--- config.mk ---
export PLATFORM = sky130hd
export DESIGN_NAME = guest_bus_code_feeder
export DESIGN_NICKNAME = d
export VERILOG_FILES = /design/src/logic/aux_bus_pkg.sv /design/src/logic/guest_bus_code_feeder.sv
export SDC_FILE = /design/constraint.sdc
export NUM_CORES = 1
export LEC_CHECK = 0
export ABC_AREA = 1
export BUFFER_PORTS_ARGS = -buffer_cell sky130_fd_sc_hd__buf_2
export CAP_MARGIN = 40
export CORE_ASPECT_RATIO = 1.5
export CORE_MARGIN = 1
export CORE_UTILIZATION = 45
export CTS_CLUSTER_SIZE = 8
export DETAILED_ROUTE_END_ITERATION = 12
export GPL_TIMING_DRIVEN = 0
export PLACE_DENSITY_LB_ADDON = 0.3
export SKIP_CTS_REPAIR_TIMING = 1
export SYNTH_ARGS = -nofsm -noshare
export SYNTH_HDL_FRONTEND = slang
export SYNTH_SLANG_ARGS = --single-unit
--- constraint.sdc ---
create_clock -name clk -period 3.2 [get_ports clk]
set_input_delay 0 -clock clk [delete_from_list [all_inputs] [get_ports clk]]
set_output_delay 0 -clock clk [all_outputs]
set_load 0.01 [all_outputs]
--- src/logic/aux_bus_pkg.sv ---
// Constants, types and register map of the auxiliary bus code feeder.
// Assumes a single clock domain and a plain register port on the host side.
package aux_bus_pkg;

	// ----------------------------------------------------------------
	// Register byte offsets
	// ----------------------------------------------------------------
	localparam logic [7:0] OFS_GPIO_DIR     = 8'h00;
	localparam logic [7:0] OFS_GPIO_LEVEL   = 8'h04;
	localparam logic [7:0] OFS_GPIO_PINS    = 8'h08;
	localparam logic [7:0] OFS_CODE_CTRL    = 8'h0c;
	localparam logic [7:0] OFS_CODE_BASE    = 8'h10;
	localparam logic [7:0] OFS_CODE_PTR     = 8'h14;
	localparam logic [7:0] OFS_POST         = 8'h18;
	localparam logic [7:0] OFS_SYNC_POL     = 8'h1c;
	localparam logic [7:0] OFS_IRQ_STATUS   = 8'h20;
	localparam logic [7:0] OFS_IRQ_MASK     = 8'h24;
	localparam logic [7:0] OFS_GUEST_TIMING = 8'h30;

	// ----------------------------------------------------------------
	// Field positions
	// ----------------------------------------------------------------
	localparam int CTRL_EN_BIT    = 0;
	localparam int CTRL_TGT_LSB   = 1;
	localparam int CTRL_SIZE_LSB  = 4;
	localparam int CTRL_STEP_LSB  = 8;
	localparam int POST_DATA_LSB  = 0;
	localparam int POST_ADDR_LSB  = 8;
	localparam int POST_GUEST_LSB = 11;
	localparam int POST_READ_BIT  = 13;
	localparam int POST_BUSY_BIT  = 31;
	localparam int TIM_DUR_LSB    = 0;
	localparam int TIM_REC_LSB    = 4;
	localparam int TIM_GUEST_W    = 8;
	localparam int SYNC_H_BIT     = 0;
	localparam int SYNC_V_BIT     = 1;
	localparam int IRQ_STEP_BIT   = 0;
	localparam int IRQ_POST_BIT   = 1;

	// ----------------------------------------------------------------
	// Reset values and sizes
	// ----------------------------------------------------------------
	localparam logic [7:0]  RST_GPIO_DIR   = 8'h00;
	localparam logic [31:0] RST_TIMING     = 32'hffffffff;
	localparam logic [15:0] CODE_BUF_MIN   = 16'h1000;
	localparam logic [15:0] STEP_MIN       = 16'h0200;
	localparam logic [2:0]  CODE_PORT_ADDR = 3'h0;
	localparam logic [5:0]  STROBE_MAX     = 6'h20;

	// ----------------------------------------------------------------
	// Types
	// ----------------------------------------------------------------
	typedef enum logic [1:0] {
		ST_IDLE    = 2'b00,
		ST_SETUP   = 2'b01,
		ST_STROBE  = 2'b10,
		ST_RECOVER = 2'b11
	} aux_state_t;

	typedef struct packed {
		logic [3:0] cs_n;
		logic [2:0] addr;
		logic       wr_n;
		logic       rd_n;
		logic [7:0] data;
		logic       data_oe;
	} aux_bus_out_t;

	typedef struct packed {
		logic        req;
		logic [31:0] addr;
	} mem_req_t;

endpackage

--- src/logic/guest_bus_code_feeder.sv ---
// Auxiliary bus master with cyclic code fetch, post path and general pins.
// Assumes a one-byte memory read port that answers with mem_ack and data,
// and peers on the auxiliary bus that may stretch strobes by guest_wait_n.
`timescale 1ns/1ps

// Behaviour
// RQ1: general pins come up as inputs
// RQ2: any guest selectable as code target
// RQ3: per-guest strobe/recovery counts at 0x030
// RQ4: software programs decoder counts 3 and 4
// RQ5: software programs encoder counts 12 and 15
// RQ6: eight byte addresses per guest
// RQ7: code fetch uses base, size, step
// RQ8: fetching starts only with enable set
// RQ9: fetch address wraps at buffer end
// RQ10: interrupt on each report step crossing
// RQ11: fetch pointer readable by host
// RQ12: fetched bytes buffered, written to target
// RQ13: decoder configured 8-bit, burst 2 or 4
// RQ14: peer setup traffic goes via post path
// RQ15: index then data cycle by address bit
// RQ16: programmable sync polarity on video input
// RQ17: wait sampled one clock before expiry
// RQ18: strobe low never beyond 32 clocks
// RQ19: strobe low duration, high recovery
module guest_bus_code_feeder (
	input  wire logic                       clk,
	input  wire logic                       rst_n,
	input  wire logic [7:0]                 reg_addr,
	input  wire logic [31:0]                reg_wdata,
	input  wire logic                       reg_wr,
	input  wire logic                       reg_rd,
	output      logic [31:0]                reg_rdata,
	output      aux_bus_pkg::mem_req_t      mem,
	input  wire logic                       mem_ack,
	input  wire logic [7:0]                 mem_data,
	output      aux_bus_pkg::aux_bus_out_t  aux,
	input  wire logic [7:0]                 guest_data_in,
	input  wire logic                       guest_wait_n,
	input  wire logic [7:0]                 general_io_in,
	output      logic [7:0]                 general_io_out,
	output      logic [7:0]                 general_io_oe,
	input  wire logic                       hsync_in,
	input  wire logic                       vsync_in,
	output      logic                       hsync,
	output      logic                       vsync,
	output      logic                       irq
);

	// ----------------------------------------------------------------
	// Register state
	// ----------------------------------------------------------------
	logic [31:0]             code_ctrl;
	logic [31:0]             code_base;
	logic [31:0]             guest_timing_control;
	logic [1:0]              sync_pol;
	logic [1:0]              irq_status;
	logic [1:0]              irq_mask;
	logic                    post_pend;
	logic [13:0]             post_cmd;
	logic [7:0]              post_rdata;
	logic [14:0]             code_ptr;

	// ----------------------------------------------------------------
	// Register decode
	// ----------------------------------------------------------------
	wire wr_dir    = reg_wr && (reg_addr == aux_bus_pkg::OFS_GPIO_DIR);
	wire wr_level  = reg_wr && (reg_addr == aux_bus_pkg::OFS_GPIO_LEVEL);
	wire wr_ctrl   = reg_wr && (reg_addr == aux_bus_pkg::OFS_CODE_CTRL);
	wire wr_base   = reg_wr && (reg_addr == aux_bus_pkg::OFS_CODE_BASE);
	wire wr_post   = reg_wr && (reg_addr == aux_bus_pkg::OFS_POST);
	wire wr_pol    = reg_wr && (reg_addr == aux_bus_pkg::OFS_SYNC_POL);
	wire wr_mask   = reg_wr && (reg_addr == aux_bus_pkg::OFS_IRQ_MASK);
	wire wr_timing = reg_wr && (reg_addr == aux_bus_pkg::OFS_GUEST_TIMING);
	wire rd_status = reg_rd && (reg_addr == aux_bus_pkg::OFS_IRQ_STATUS);

	// Code fetch settings
	wire       fetch_en   = code_ctrl[aux_bus_pkg::CTRL_EN_BIT];
	wire [1:0] code_tgt   = code_ctrl[aux_bus_pkg::CTRL_TGT_LSB +: 2];
	wire [1:0] size_sel   = code_ctrl[aux_bus_pkg::CTRL_SIZE_LSB +: 2];
	wire [1:0] step_sel   = code_ctrl[aux_bus_pkg::CTRL_STEP_LSB +: 2];
	wire [15:0] size_mask = (aux_bus_pkg::CODE_BUF_MIN << size_sel) - 16'h0001;
	wire [15:0] step_mask = (aux_bus_pkg::STEP_MIN << step_sel) - 16'h0001;

	// Read mux; unmapped offsets read zero
	logic [31:0] next_rdata;
	always_comb begin
		case (reg_addr)
		aux_bus_pkg::OFS_GPIO_DIR:     next_rdata = {24'h0, general_io_oe};
		aux_bus_pkg::OFS_GPIO_LEVEL:   next_rdata = {24'h0, general_io_out};
		aux_bus_pkg::OFS_GPIO_PINS:    next_rdata = {24'h0, general_io_in};
		aux_bus_pkg::OFS_CODE_CTRL:    next_rdata = code_ctrl;
		aux_bus_pkg::OFS_CODE_BASE:    next_rdata = code_base;
		aux_bus_pkg::OFS_CODE_PTR:     next_rdata = {17'h0, code_ptr}; // [RQ11]
		aux_bus_pkg::OFS_POST:         next_rdata = {post_pend, 23'h0, post_rdata};
		aux_bus_pkg::OFS_SYNC_POL:     next_rdata = {30'h0, sync_pol};
		aux_bus_pkg::OFS_IRQ_STATUS:   next_rdata = {30'h0, irq_status};
		aux_bus_pkg::OFS_IRQ_MASK:     next_rdata = {30'h0, irq_mask};
		aux_bus_pkg::OFS_GUEST_TIMING: next_rdata = guest_timing_control;
		default:                       next_rdata = 32'h0;
		endcase
	end

	// ----------------------------------------------------------------
	// Host registers
	// ----------------------------------------------------------------
	// Pins start as inputs so peer resets stay on their pull-downs
	always_ff @(posedge clk or negedge rst_n) begin
		if (!rst_n) begin
			general_io_oe        <= aux_bus_pkg::RST_GPIO_DIR; // [RQ1]
			general_io_out       <= 8'h00;
			code_ctrl            <= 32'h0;
			code_base            <= 32'h0;
			guest_timing_control <= aux_bus_pkg::RST_TIMING;
			sync_pol             <= 2'b00;
			irq_mask             <= 2'b00;
			reg_rdata            <= 32'h0;
		end else begin
			if (wr_dir)    general_io_oe  <= reg_wdata[7:0]; // [RQ1]
			if (wr_level)  general_io_out <= reg_wdata[7:0]; // [RQ1]
			if (wr_ctrl)   code_ctrl <= reg_wdata; // [RQ2] [RQ7] [RQ8]
			if (wr_base)   code_base <= reg_wdata; // [RQ7]
			if (wr_timing) guest_timing_control <= reg_wdata; // [RQ3]
			if (wr_pol)    sync_pol <= reg_wdata[1:0];
			if (wr_mask)   irq_mask <= reg_wdata[1:0];
			reg_rdata <= reg_rd ? next_rdata : 32'h0;
		end
	end

	// Sync inputs normalised to active high before capture
	always_ff @(posedge clk or negedge rst_n) begin
		if (!rst_n) begin
			hsync <= 1'b0;
			vsync <= 1'b0;
		end else begin
			hsync <= hsync_in ^ sync_pol[aux_bus_pkg::SYNC_H_BIT]; // [RQ16]
			vsync <= vsync_in ^ sync_pol[aux_bus_pkg::SYNC_V_BIT]; // [RQ16]
		end
	end

	// ----------------------------------------------------------------
	// Internal code buffer, four bytes of flip-flops
	// ----------------------------------------------------------------
	logic [7:0] fifo_mem [4];
	logic [2:0] wptr;
	logic [2:0] rptr;
	wire        fifo_full  = (wptr ^ rptr) == 3'b100;
	wire        fifo_empty = wptr == rptr;
	wire        push       = mem.req && mem_ack;
	logic       pop;

	genvar gi;
	generate
		for (gi = 0; gi < 4; gi++) begin : g_entry
			always_ff @(posedge clk or negedge rst_n) begin
				if (!rst_n)
					fifo_mem[gi] <= 8'h00;
				else if (push && wptr[1:0] == 2'(gi))
					fifo_mem[gi] <= mem_data; // [RQ12]
			end
		end
	endgenerate

	// ----------------------------------------------------------------
	// Cyclic code fetch
	// ----------------------------------------------------------------
	// One fetch in flight; full buffer holds off the next request
	wire [15:0] ptr_inc    = {1'b0, code_ptr} + 16'h0001;
	wire [15:0] ptr_wrap   = ptr_inc & size_mask;
	wire        step_cross = (ptr_inc & step_mask) == 16'h0000;
	wire [31:0] fetch_addr = code_base + {16'h0, ptr_wrap};

	always_ff @(posedge clk or negedge rst_n) begin
		if (!rst_n) begin
			mem      <= '0;
			code_ptr <= 15'h0;
			wptr     <= 3'h0;
		end else begin
			if (push) begin
				mem.req  <= 1'b0;
				mem.addr <= fetch_addr; // [RQ9]
				code_ptr <= ptr_wrap[14:0]; // [RQ9]
				wptr     <= wptr + 3'h1;
			end else if (fetch_en && !mem.req && !fifo_full) begin
				mem.req <= 1'b1; // [RQ8]
			end else if (!fetch_en && !mem.req) begin
				code_ptr <= 15'h0;
				mem.addr <= code_base; // [RQ7]
			end
		end
	end

	// ----------------------------------------------------------------
	// Auxiliary bus master
	// ----------------------------------------------------------------
	aux_bus_pkg::aux_state_t state;
	logic [1:0] cur_guest;
	logic       cur_post;
	logic [4:0] cnt;
	logic [5:0] low;

	wire [7:0] cur_tim  = guest_timing_control[cur_guest
	               * aux_bus_pkg::TIM_GUEST_W +: 8]; // [RQ3]
	wire [4:0] dur      = {1'b0, cur_tim[aux_bus_pkg::TIM_DUR_LSB +: 4]};
	wire [4:0] rec      = {1'b0, cur_tim[aux_bus_pkg::TIM_REC_LSB +: 4]};
	wire       strobe_end = cnt >= dur; // [RQ19]
	// Wait looked at only in the last-but-one strobe clock
	wire       hold = (cnt + 5'h01 == dur) && !guest_wait_n
	               && (low < aux_bus_pkg::STROBE_MAX - 6'h01); // [RQ17] [RQ18]
	wire [1:0] post_guest = post_cmd[aux_bus_pkg::POST_GUEST_LSB +: 2];
	wire       take_post  = state == aux_bus_pkg::ST_IDLE && post_pend;
	assign pop = state == aux_bus_pkg::ST_IDLE && !post_pend && !fifo_empty;
	wire       post_done  = state == aux_bus_pkg::ST_STROBE && strobe_end
	               && cur_post;

	// Post path has priority so setup traffic is never starved by code
	always_ff @(posedge clk or negedge rst_n) begin
		if (!rst_n) begin
			state     <= aux_bus_pkg::ST_IDLE;
			aux       <= '{cs_n: 4'hf, addr: 3'h0, wr_n: 1'b1, rd_n: 1'b1,
			               data: 8'h00, data_oe: 1'b0};
			cur_guest <= 2'h0;
			cur_post  <= 1'b0;
			cnt       <= 5'h0;
			low       <= 6'h0;
			rptr      <= 3'h0;
		end else begin
			case (state)
			aux_bus_pkg::ST_IDLE: begin
				if (take_post) begin // [RQ14]
					cur_guest <= post_guest;
					cur_post  <= 1'b1;
					aux.cs_n  <= ~(4'h1 << post_guest);
					aux.addr  <= post_cmd[aux_bus_pkg::POST_ADDR_LSB +: 3]; // [RQ6] [RQ15]
					aux.data  <= post_cmd[aux_bus_pkg::POST_DATA_LSB +: 8];
					aux.data_oe <= !post_cmd[aux_bus_pkg::POST_READ_BIT];
					state     <= aux_bus_pkg::ST_SETUP;
				end else if (pop) begin // [RQ12]
					cur_guest <= code_tgt;
					cur_post  <= 1'b0;
					aux.cs_n  <= ~(4'h1 << code_tgt); // [RQ2]
					aux.addr  <= aux_bus_pkg::CODE_PORT_ADDR;
					aux.data  <= fifo_mem[rptr[1:0]];
					aux.data_oe <= 1'b1;
					rptr      <= rptr + 3'h1;
					state     <= aux_bus_pkg::ST_SETUP;
				end
			end
			aux_bus_pkg::ST_SETUP: begin
				aux.wr_n <= !aux.data_oe;
				aux.rd_n <= aux.data_oe;
				cnt      <= 5'h1;
				low      <= 6'h1;
				state    <= aux_bus_pkg::ST_STROBE;
			end
			aux_bus_pkg::ST_STROBE: begin
				if (strobe_end) begin // [RQ19]
					aux.wr_n <= 1'b1;
					aux.rd_n <= 1'b1;
					cnt      <= 5'h1;
					state    <= aux_bus_pkg::ST_RECOVER;
				end else begin
					low <= low + 6'h01;
					if (!hold)
						cnt <= cnt + 5'h01; // [RQ17]
				end
			end
			aux_bus_pkg::ST_RECOVER: begin
				// Select released late for hold time on the peer
				aux.cs_n    <= 4'hf;
				aux.data_oe <= 1'b0;
				cnt         <= cnt + 5'h01;
				if (cnt >= rec)
					state <= aux_bus_pkg::ST_IDLE; // [RQ19]
			end
			default: state <= aux_bus_pkg::ST_IDLE;
			endcase
		end
	end

	// ----------------------------------------------------------------
	// Post path and interrupt status
	// ----------------------------------------------------------------
	// Writes while busy are dropped; software polls the busy bit
	wire [1:0] events = {post_done, push && step_cross}; // [RQ10]

	always_ff @(posedge clk or negedge rst_n) begin
		if (!rst_n) begin
			post_pend  <= 1'b0;
			post_cmd   <= 14'h0;
			post_rdata <= 8'h00;
			irq_status <= 2'b00;
			irq        <= 1'b0;
		end else begin
			if (wr_post && !post_pend) begin
				post_pend <= 1'b1; // [RQ14]
				post_cmd  <= reg_wdata[13:0];
			end else if (post_done) begin
				post_pend <= 1'b0;
			end
			if (post_done && !aux.data_oe)
				post_rdata <= guest_data_in; // [RQ15]
			// Set beats the clear of a status read
			irq_status <= events | (irq_status & {2{!rd_status}}); // [RQ10]
			irq <= |(irq_status & irq_mask);
		end
	end

endmodule

==> summary.md, run 1 <==
| Metric | Value |
|---|---|
| CP Capture Type | `register` |
| Detailed Routing Iterations Pass 1 | `6` |
| Clock skew | `17.5 ps` |
| Worst path most repeated cell | `nand2_2` |
| Synth cell count leaders | `nand2_1 (428), o21ai_0 (261), dfrtp_1 (258)` |
| Initial Util | `46.0%` |
| Tot GR Track Use | `27.9%` |
| Max stage delay on crit path | `420 ps` |
| CTS Sinks | `296` |
| Worst-Skew Late Latency | `540 ps` |
| Hold WS | `-33.0 ps` |
| Crit-path leading delay family | `simple AND/OR/NAND/NOR gates` |
| Number of synthesized flops with an enable pin | `0` |
| Die width | `148 µm` |
| Buf+Inv Stages, Crit Path | `1` |
| Peak VDD IR | `0.485 mV` |
| Crit path cell chain | `ha_4 -> nand2_4 -> nor2_4 -> nand2_2 -> nor3_2 -> nand2_2 -> nand2_2 -> inv_1 -> ha_4 -> nand2_1 -> nor2_2 -> nand4_1 -> o21ai_2 -> nand3_1 -> nand2_2 -> nand2_2 -> o21ai_4 -> nand4_1 -> nand3_1 -> nand2_1` |
| Die ar. | `32600 µm²` |
| Final Critical Period | `3110 ps` |
| Syn nets | `1813` |
| IO buf count | `172` |
| Core Box Area | `31200 µm²` |
| Crit path max fanout | `7` |
| Final RePlAce weighted congestion | `0.913` |
| WL/cell | `18.7 µm` |
| Site Rows | `79` |
| Util after Layout | `57.3%` |
| Synth Flop Type | `dfrtp_1` |
| DRC errors left | `0` |
| Fin crit share | `97.2%` |
| Nets@finish | `2108` |
| Endpoints failing setup | `0` |
| Vias per cell | `5.46` |
| Clock transition at the registers of the reported paths | `60 ps` |
| First-pass GRT wire length | `69.8 mm` |
| Synthesized area | `14400 µm²` |
| Worst hold path class | `in -> reg` |
| Crit-path slowest cell | `dfrtp_1` |
| Max clock buf depth | `3` |
| Post-synth ARST share | `100%` |
| Cells taking the most area after synthesis | `dfrtp_1 (45%), nand2_1 (11%), o21ai_0 (9.1%)` |
| DRT iter0 DRCs | `838` |
| Syn avg cell area | `8.42 µm²` |
| Final WL | `45.7 mm` |
| Worst Path Required | `3630 ps` |
| Sequential area share after synthesis | `51.9%` |
| Tot Pwr | `12000 µW` |
| Synth top area share | `45.0%` |
| Setup tns final | `0 ps` |
| Yosys top cell by area | `dfrtp_1` |
| Worst relative slew slack | `45.7%` |
| Unique masters post-synth | `52` |
| Area Growth Syn to Fin | `24.6%` |
| Hpwl dp | `33.8 mm` |
| CTS Buf Count | `42` |
| Number of global-route vias before repair | `12647` |
| Top Ports | `174` |
| Maximum achievable frequency | `322 MHz` |
| Worst-margin pin slew | `805 ps` |
| CTS tree | `yes` |
| Cells after synthesis | `1705` |
| # H-tree levels | `2` |
| WP data arrival | `3540 ps` |
| Register bit total from synthesis | `296` |
| Final std cells w/o fill | `2438` |
| Slew Viols, Final | `0` |
| Failing checks | `negative hold slack` |
| Inst Count DP | `2285` |
| Layout cells sized above 1 | `16.8%` |
| CP startpoint kind | `register` |
| Ys Warns | `0` |
| Antenna viol nets, final | `0` |
| Critical path class | `reg -> reg` |
| Maxcap violations | `0` |
| Pwr/cell area | `669 nW/µm²` |
| Top-count cell post-synth | `nand2_1` |
| Die H | `221 µm` |
| Grt total ovfl | `0` |
| Final antenna diode count | `0` |
| Antenna violations before repair | `0` |
| Via count | `13309` |
| Clock root cell | `clkbuf_16` |
| Largest net degree at the start of global routing | `124` |
| Fillers | `2916` |
| Cell leakage power | `0.00850 µW` |
| Status | `complete, but fails checks` |
| Final hold viol count | `2` |
-- worst min-delay path: stages --
cell      delay (ps)
buf_2            130
nand2_1           60
inv_1             60
a221oi_1          80
nand2_1           60
nand2_1           40
inv_1             40
-- metal layers --
| layer | wire (µm) | up-vias | GRT usage (%) |
|---|---|---|---|
| met5 | 0 | - | 0 |
| met4 | 2030 | 0 | 13.2 |
| met3 | 2770 | 132 | 4.04 |
| met2 | 22900 | 529 | 48.9 |
| met1 | 18000 | 6351 | 33.8 |
| li1 | - | 6297 | - |
-- kinds of logic after synthesis --
logic type	after synthesis	synth area share (%)
compound gates	436	17.5
buf+inv	252	6.65
flops	296	51.9
simple gates	655	19.0
xor+xnor	29	1.77
other cells	1	0.0261
fa+ha+maj	36	3.19
-- final cells by class --
cell class | instances | area [µm²] | area share, %
Buffer | 61 | 254 | 1.42
Clock buffer | 75 | 1200 | 6.68
Clock inverter | 2 | 32.5 | 0.182
Inverter | 191 | 718 | 4.01
Multi-Input combinational cell | 1157 | 6080 | 34.0
Sequential cell | 296 | 7460 | 41.7
Tap cell | 405 | 507 | 2.83
Timing Repair Buffer | 251 | 1650 | 9.21
-- sequential cells by signal, summed over array words and instances, names as in the netlist, 3 cells and up --
name,count
cnt,5
fifo_mem,32
post_rdata,8
general_io_oe,8
post_cmd,14
reg_rdata,32
code_base,32
low,6
rptr,3
mem,33
aux,18
code_ptr,15
general_io_out,8
wptr,3
guest_timing_control,32
code_ctrl,32
-- worst paths after layout --
| check | start | end | slack, ps | depth (start not counted) |
|---|---|---|---|---|
| setup / recovery | code_ptr[1]$_DFFE_PN0P_ | mem[25]$_DFFE_PN0P_ | 90 | 20 |
| hold / removal | reg_addr[4] | reg_rdata[2]$_DFF_PN0_ | -30 | 7 |
| setup reg to reg | code_ptr[1]$_DFFE_PN0P_ | mem[25]$_DFFE_PN0P_ | 90 | 20 |
| hold reg to reg | mem[24]$_DFFE_PN0P_ | mem[24]$_DFFE_PN0P_ | 470 | 2 |
| max in group asynchronous | rst_n | code_ctrl[28]$_DFFE_PN0P_ | 1720 | 4 |
| min in group asynchronous | rst_n | general_io_out[5]$_DFFE_PN0P_ | 0 | 2 |
-- per-stage QoR --
| stage | hold WS [ps] | area (µm²) | setup slack [ps] |
|---|---|---|---|
| global route | 12.2 | 17900 | -91.1 |
| CTS | -591 | 17000 | -503 |
| global placement | 183 | 15700 | -3330 |
| detailed placement | -18.6 | 15800 | -493 |
| floorplan | -296 | 14400 | 283 |
| finish | -33.0 | 17900 | 90.1 |
-- power by group --
part	total [µW]	internal [µW]	switching [µW]	leakage, µW
Sequential	4770	4360	404	0.00383
Clock	4160	2510	1650	0.000581
Combinational	3050	1060	1990	0.00409
-- cells in the final DEF (no fill, tap or decap), drive strengths merged, types with 6 or more instances in the layout --
cell         count
nand2          440
o21ai          267
dfrtp          258
buf            202
inv            185
clkbuf         126
nor2           113
dlygate4sd3     59
nand3           51
a21oi           46
dfstp           38
ha              35
o22ai           34
nor3            23
a221oi          20
xor2            20
nand4           19
o211ai          13
a31oi           13
xnor2            9
o221ai           8
clkinv           8
a22o             7
a32o             6
nor4             6
No activity file was read; power rests on OpenSTA's default activity.
==> run 2: changes to the inputs <==
Settings changed: RECOVER_POWER set to 25.
Clock period 3.2 ns to 4 ns, I/O delays scaled along.
==> summary.md, run 2 (synthesis results as in run 1) <==
| Metric | Value |
|---|---|
| Core Box Area | `31200 µm² (unchanged)` |
| Largest net degree at the start of global routing | `124 (unchanged)` |
| Clock skew | `16.0 ps (-1.53 ps)` |
| Initial Util | `46.0% (unchanged)` |
| Final instance area | `17500 µm² (-2.0%)` |
| Layout cells sized above 1 | `11.6% (-5.2 points)` |
| Maxcap violations | `1 (+1)` |
| WP data arrival | `4030 ps (+490 ps)` |
| CTS Buf Count | `42 (unchanged)` |
| WL/cell | `18.7 µm (about the same)` |
| Area Growth Syn to Fin | `22.2%` |
| Worst Path Required | `4410 ps (+780 ps)` |
| Multi-input gate area | `5950 µm² (-2.2%)` |
| Reg-to-Reg Start | `code_ptr[0]$_DFFE_PN0P_` |
| Fillers | `2971 (+1.9%)` |
| Die ar. | `32600 µm² (unchanged)` |
| Antenna violations before repair | `0 (unchanged)` |
| Worst Reg-to-Reg Cells | `20 (unchanged)` |
| IO buf count | `172 (unchanged)` |
| Reg-to-reg critical path endpoint | `mem[17]$_DFFE_PN0P_` |
| Endpoints failing setup | `0 (unchanged)` |
| Nets@finish | `2091 (-0.81%)` |
| Final WL | `45.4 mm (-0.71%)` |
| CP Capture Type | `register` |
| RSZ-0062 raised after global routing | `false` |
| Hpwl dp | `33.8 mm (unchanged)` |
| Number of global-route vias before repair | `12647 (unchanged)` |
| CP startpoint kind | `register` |
| Die width | `148 µm (unchanged)` |
| Grt total ovfl | `0 (unchanged)` |
| Cell leakage power | `0.00817 µW (-3.9%)` |
| Final Critical Period | `3620 ps (+509 ps)` |
| Status | `complete, but fails checks` |
| Clock root cell | `clkbuf_16` |
| Final hold viol count | `2 (unchanged)` |
| Via count | `13192 (-0.88%)` |
| Top Ports | `174 (unchanged)` |
| Hold depth | `6 (-1)` |
| Fin crit share | `90.5% (-6.7 points)` |
| Endpoint, Worst Hold | `reg_rdata[5]$_DFF_PN0_` |
| Hold Crit Start | `general_io_in[5]` |
| Pwr/cell area | `540 nW/µm² (-19%)` |
| Inst Count DP | `2285 (unchanged)` |
| Antenna viol nets, final | `0 (unchanged)` |
| Maximum achievable frequency | `276 MHz (-14%)` |
| Worst relative slew slack | `-99.6% (-150 points)` |
| Most frequent cells in the layout | `nand2_1 (428), o21ai_0 (260), dfrtp_1 (258), inv_1 (185), clkbuf_1 (141)` |
| Final std cells w/o fill | `2421 (-0.70%)` |
| Register area | `7450 µm² (about the same)` |
| # H-tree levels | `2 (unchanged)` |
| Crit path max fanout | `7 (unchanged)` |
| Final RePlAce weighted congestion | `0.913 (unchanged)` |
| Max clock buf depth | `3 (unchanged)` |
| Hold WS | `-21.3 ps (+11.6 ps)` |
| Critical path class | `reg -> reg` |
| Most common cell after layout, fill and taps aside | `nand2_1` |
| Detailed Routing Iterations Pass 1 | `6 (unchanged)` |
| Vias per cell | `5.45 (-0.18%)` |
| Worst hold path class | `in -> reg` |
| DRT iter0 DRCs | `860 (+2.6%)` |
| Max reg flops | `33 (unchanged)` |
| Site Rows | `79 (unchanged)` |
| Placed Area | `15800 µm² (unchanged)` |
| First-pass GRT wire length | `69.8 mm (unchanged)` |
| CTS Sinks | `296 (unchanged)` |
| DRC errors left | `0 (unchanged)` |
| CTS tree | `yes` |
| R2R Setup Slk | `380 ps (+290 ps)` |
| Slew Viols, Final | `66 (+66)` |
| Final antenna diode count | `0 (unchanged)` |
| Peak VDD IR | `0.390 mV (-20%)` |
| Reg with most FFs | `mem` |
| Failing checks | `negative hold slack, max-capacitance violations, max-slew violations` |
| Die H | `221 µm (unchanged)` |
| Worst-margin pin slew | `2990 ps (+2190 ps)` |
| Tot GR Track Use | `27.9% (unchanged)` |
| Worst-Skew Late Latency | `540 ps (about the same)` |
| Clock transition at the registers of the reported paths | `60 ps (about the same)` |
-- run 2: cell types whose count changed in the layout (fill, tap and decap cells not counted), sizes merged --
cell and change:
buf -76, clkbuf +58, dlymetal6s4s +1
-- run 2: worst max path at each step --
| stage | slack [ps] | to | depth (start not counted) | from |
|---|---|---|---|---|
| global placement | -2530 | mem[28]$_DFFE_PN0P_ | 1 | rst_n |
| finish | 380 | mem[17]$_DFFE_PN0P_ | 20 | code_ptr[0]$_DFFE_PN0P_ |
| global route | 10 | low[5]$_DFFE_PN0P_ | 19 | cur_guest[0]$_DFFE_PN0P_ |
| floorplan | 1080 | mem[23]$_DFFE_PN0P_ | 22 | code_ptr[0]$_DFFE_PN0P_ |
| detailed placement | 310 | mem[17]$_DFFE_PN0P_ | 20 | code_ptr[0]$_DFFE_PN0P_ |
| CTS | 300 | mem[17]$_DFFE_PN0P_ | 20 | code_ptr[0]$_DFFE_PN0P_ |
-- run 2: final cells by class --
class	instances	area share, %
buffer	61	1.35
clock buffer	75	6.82
clock inverter	2	0.185
inverter	191	4.09
multi-input combinational	1157	33.9
sequential	296	42.5
tap	405	2.89
timing repair buffer	234	8.27
-- run 2: worst max-delay path, stage by stage, from the launching register on --
cell,delay (ps)
dfrtp_1,420
ha_1,220
nand2_2,90
nor2_1,180
nand2_1,110
nor3_1,180
nand2_1,150
nand2_1,130
inv_1,50
ha_1,370
nand2_1,90
nor2_1,180
nand4_1,110
o21ai_1,280
nand3_1,110
nand2_1,110
nand2_1,130
o21ai_4,250
nand2_1,110
nand3_1,100
o211ai_1,100
-- run 2: power breakdown --
part           total [µW]  leakage [µW]  internal, µW  switching [µW]
sequential           3810       0.00383          3490             323
combinational        2340       0.00375           773            1560
clock                3330      0.000581          2010            1320
-- run 2: metal layers --
metal  global-route usage (%)  wire length [µm]
met1                     33.8             18100
met2                     48.9             22700
met3                     4.04              2550
met4                     13.2              2050
met5                        0                 0
-- run 2: stage by stage --
stage                     util [%]  worst slack [ps]  power, µW  TNS [ps]
after floorplan                  -              1080       5230         0
after global placement        50.3             -2530       6070   -664130
after detailed placement      50.6               307       6160         0
after CTS                     54.5               297       9500         0
after global routing          56.2              13.7      10000         0
final                         56.2               381       9480         0
==> run 3: changes to the inputs <==
Settings changed: CTS_CLUSTER_SIZE 8 to unset.
Clock period 4 ns to 3.08 ns, I/O delays scaled along.
==> summary.md, run 3 (synthesis results as in run 1) <==
| Metric | Value |
|---|---|
| Status | `complete, but fails checks` |
| Failing checks | `negative hold slack, max-capacitance violations, max-slew violations` |
| WL/cell | `18.9 µm (+1.0%)` |
| Endpoints failing setup | `0 (unchanged)` |
| Setup tns final | `0 ps (unchanged)` |
| Worst-margin pin slew | `1770 ps (-1230 ps)` |
| Max clock buf depth | `3 (unchanged)` |
| Detailed Routing Iterations Pass 1 | `6 (unchanged)` |
| Pwr/cell area | `663 nW/µm² (+23%)` |
| Top Ports | `174 (unchanged)` |
| Worst hold path class | `in -> reg` |
| CTS tree | `yes` |
| CP startpoint kind | `register` |
| First-pass GRT wire length | `69.0 mm (-1.0%)` |
| Antenna violations before repair | `0 (unchanged)` |
| Fin crit share | `98.5% (+8.0 points)` |
| Max reg flops | `33 (unchanged)` |
| Reg with most FFs | `mem` |
| Fillers | `2905 (-2.2%)` |
| Critical path class | `reg -> reg` |
| Hold WS | `-42.5 ps (-21.2 ps)` |
| Crit-path slowest cell | `dfrtp_1` |
| Worst path most repeated cell | `nand2_1` |
| Grt total ovfl | `0 (unchanged)` |
| DRC errors left | `0 (unchanged)` |
| CTS Sinks | `296 (unchanged)` |
| Cell leakage power | `0.00836 µW (+2.4%)` |
| Initial Util | `46.0% (unchanged)` |
| Clock transition at the registers of the reported paths | `70 ps (about the same)` |
| Crit path max fanout | `7 (unchanged)` |
| Die H | `221 µm (unchanged)` |
| Reg-to-Reg Start | `code_ptr[1]$_DFFE_PN0P_` |
| CTS Buf Count | `28 (-33%)` |
| Antenna viol nets, final | `0 (unchanged)` |
| Clock root cell | `clkbuf_16` |
| Peak VDD IR | `0.559 mV (+44%)` |
| Crit path cell chain | `ha_4 -> nand2_4 -> nor2_4 -> nand2_1 -> xor2_1 -> inv_1 -> ha_4 -> nand2_1 -> nor2_4 -> nand4_1 -> o21ai_2 -> nand3_1 -> nand2_2 -> nand2_4 -> o21ai_4 -> nand4_1 -> nand3_1 -> nand2_1` |
| Die width | `148 µm (unchanged)` |
| Hpwl dp | `33.8 mm (unchanged)` |
| Site Rows | `79 (unchanged)` |
| # H-tree levels | `1 (-1)` |
| IO buf count | `172 (unchanged)` |
| Worst setup startpoint | `code_ptr[1]$_DFFE_PN0P_` |
| Maximum achievable frequency | `330 MHz (+19%)` |
| WP data arrival | `3480 ps (-550 ps)` |
| Most common cell after layout, fill and taps aside | `nand2_1` |
| Die ar. | `32600 µm² (unchanged)` |
| Hold Crit Start | `reg_addr[4]` |
| Util after Layout | `56.9% (+0.76 points)` |
| Core Box Area | `31200 µm² (unchanged)` |
| Area Growth Syn to Fin | `23.8%` |
| Clock skew | `8.66 ps (-7.32 ps)` |
| Final Critical Period | `3030 ps (-586 ps)` |
| Final WL | `45.8 mm (+1.0%)` |
| Nets@finish | `2104 (+0.62%)` |
| Final RePlAce weighted congestion | `0.913 (unchanged)` |
| RSZ-0062 raised after global routing | `true` |
| Tot Pwr | `11800 µW (+24%)` |
| Final hold viol count | `5 (+3)` |
| Most frequent cells in the layout | `nand2_1 (417), o21ai_0 (257), dfrtp_1 (253), inv_1 (182), buf_2 (154)` |
| Final antenna diode count | `0 (unchanged)` |
| Via count | `13313 (+0.92%)` |
| Worst relative slew slack | `-17.8% (+82 points)` |
| Worst Path Required | `3530 ps (-880 ps)` |
| Worst-Skew Late Latency | `560 ps (+20 ps)` |
| CP Capture Type | `register` |
| DRT iter0 DRCs | `931 (+8.3%)` |
| Tot GR Track Use | `27.5% (-0.37 points)` |
| Maxcap violations | `1 (unchanged)` |
| Layout cells sized above 1 | `17.0% (+5.4 points)` |
| Vias per cell | `5.50 (+0.92%)` |
| Largest net degree at the start of global routing | `124 (unchanged)` |
| Max stage delay on crit path | `420 ps (about the same)` |
| Number of global-route vias before repair | `12454 (-1.5%)` |
| Slew Viols, Final | `66 (unchanged)` |
run 3: cell types whose count changed in the layout (fill, tap and decap cells not counted), sizes merged:
cell,change
bufinv,+3
dlymetal6s4s,-1
buf,+59
dlygate4sd3,+1
clkbuf,-62
run 3: layout make-up:
class,count,area [µm²],share of cell area (%)
Tap cell,405,507,2.85
Timing Repair Buffer,261,1690,9.50
Inverter,191,718,4.04
Multi-Input combinational cell,1157,6180,34.8
Clock inverter,5,100,0.563
Clock buffer,45,866,4.87
Buffer,61,253,1.42
Sequential cell,296,7460,42.0
run 3: path summary, 6_finish.rpt:
check / to / slack [ps] / depth (start not counted)
worst max-delay path: mem[25]$_DFFE_PN0P_ / 50 / 18
worst min-delay path: reg_rdata[2]$_DFF_PN0_ / -40 / 7
worst max register to register: mem[25]$_DFFE_PN0P_ / 50 / 18
worst min register to register: mem[21]$_DFFE_PN0P_ / 470 / 2
max in group asynchronous: mem[28]$_DFFE_PN0P_ / 790 / 4
min in group asynchronous: general_io_out[5]$_DFFE_PN0P_ / 450 / 2
run 3: metal layers:
layer	routed length, µm	vias to the layer above	global-route usage, %
li1	-	6276	-
met1	18100	6371	34.3
met2	23000	539	49.0
met3	2630	127	2.72
met4	2060	0	11.2
met5	0	-	0
run 3: critical path: cells and delay by family (launching register included):
kind                       cells  cell delay [ps]
adders and majority gates      2              480
buffers and inverters          1              130
xor gates and xnor gates       1              210
AOI/OAI and AO/OA              2              460
DFF                            1              420
and+or+nand+nor               12             1220
run 3: power breakdown:
group	total (µW)	switching (µW)	internal, µW
clock network	3650	1490	2160
logic	3200	2090	1110
registers	4950	421	4520
total	11800	4000	7790
run 3: per-stage QoR:
step / setup WS (ps) / area, µm² / instances
floorplan: 163 / 14400 / 1705
global placement: -3450 / 15700 / 2282
detailed placement: -613 / 15800 / 2285
CTS: -623 / 16800 / 2335
global route: -127 / 17800 / 2421
finish: 46.6 / 17800 / 2421
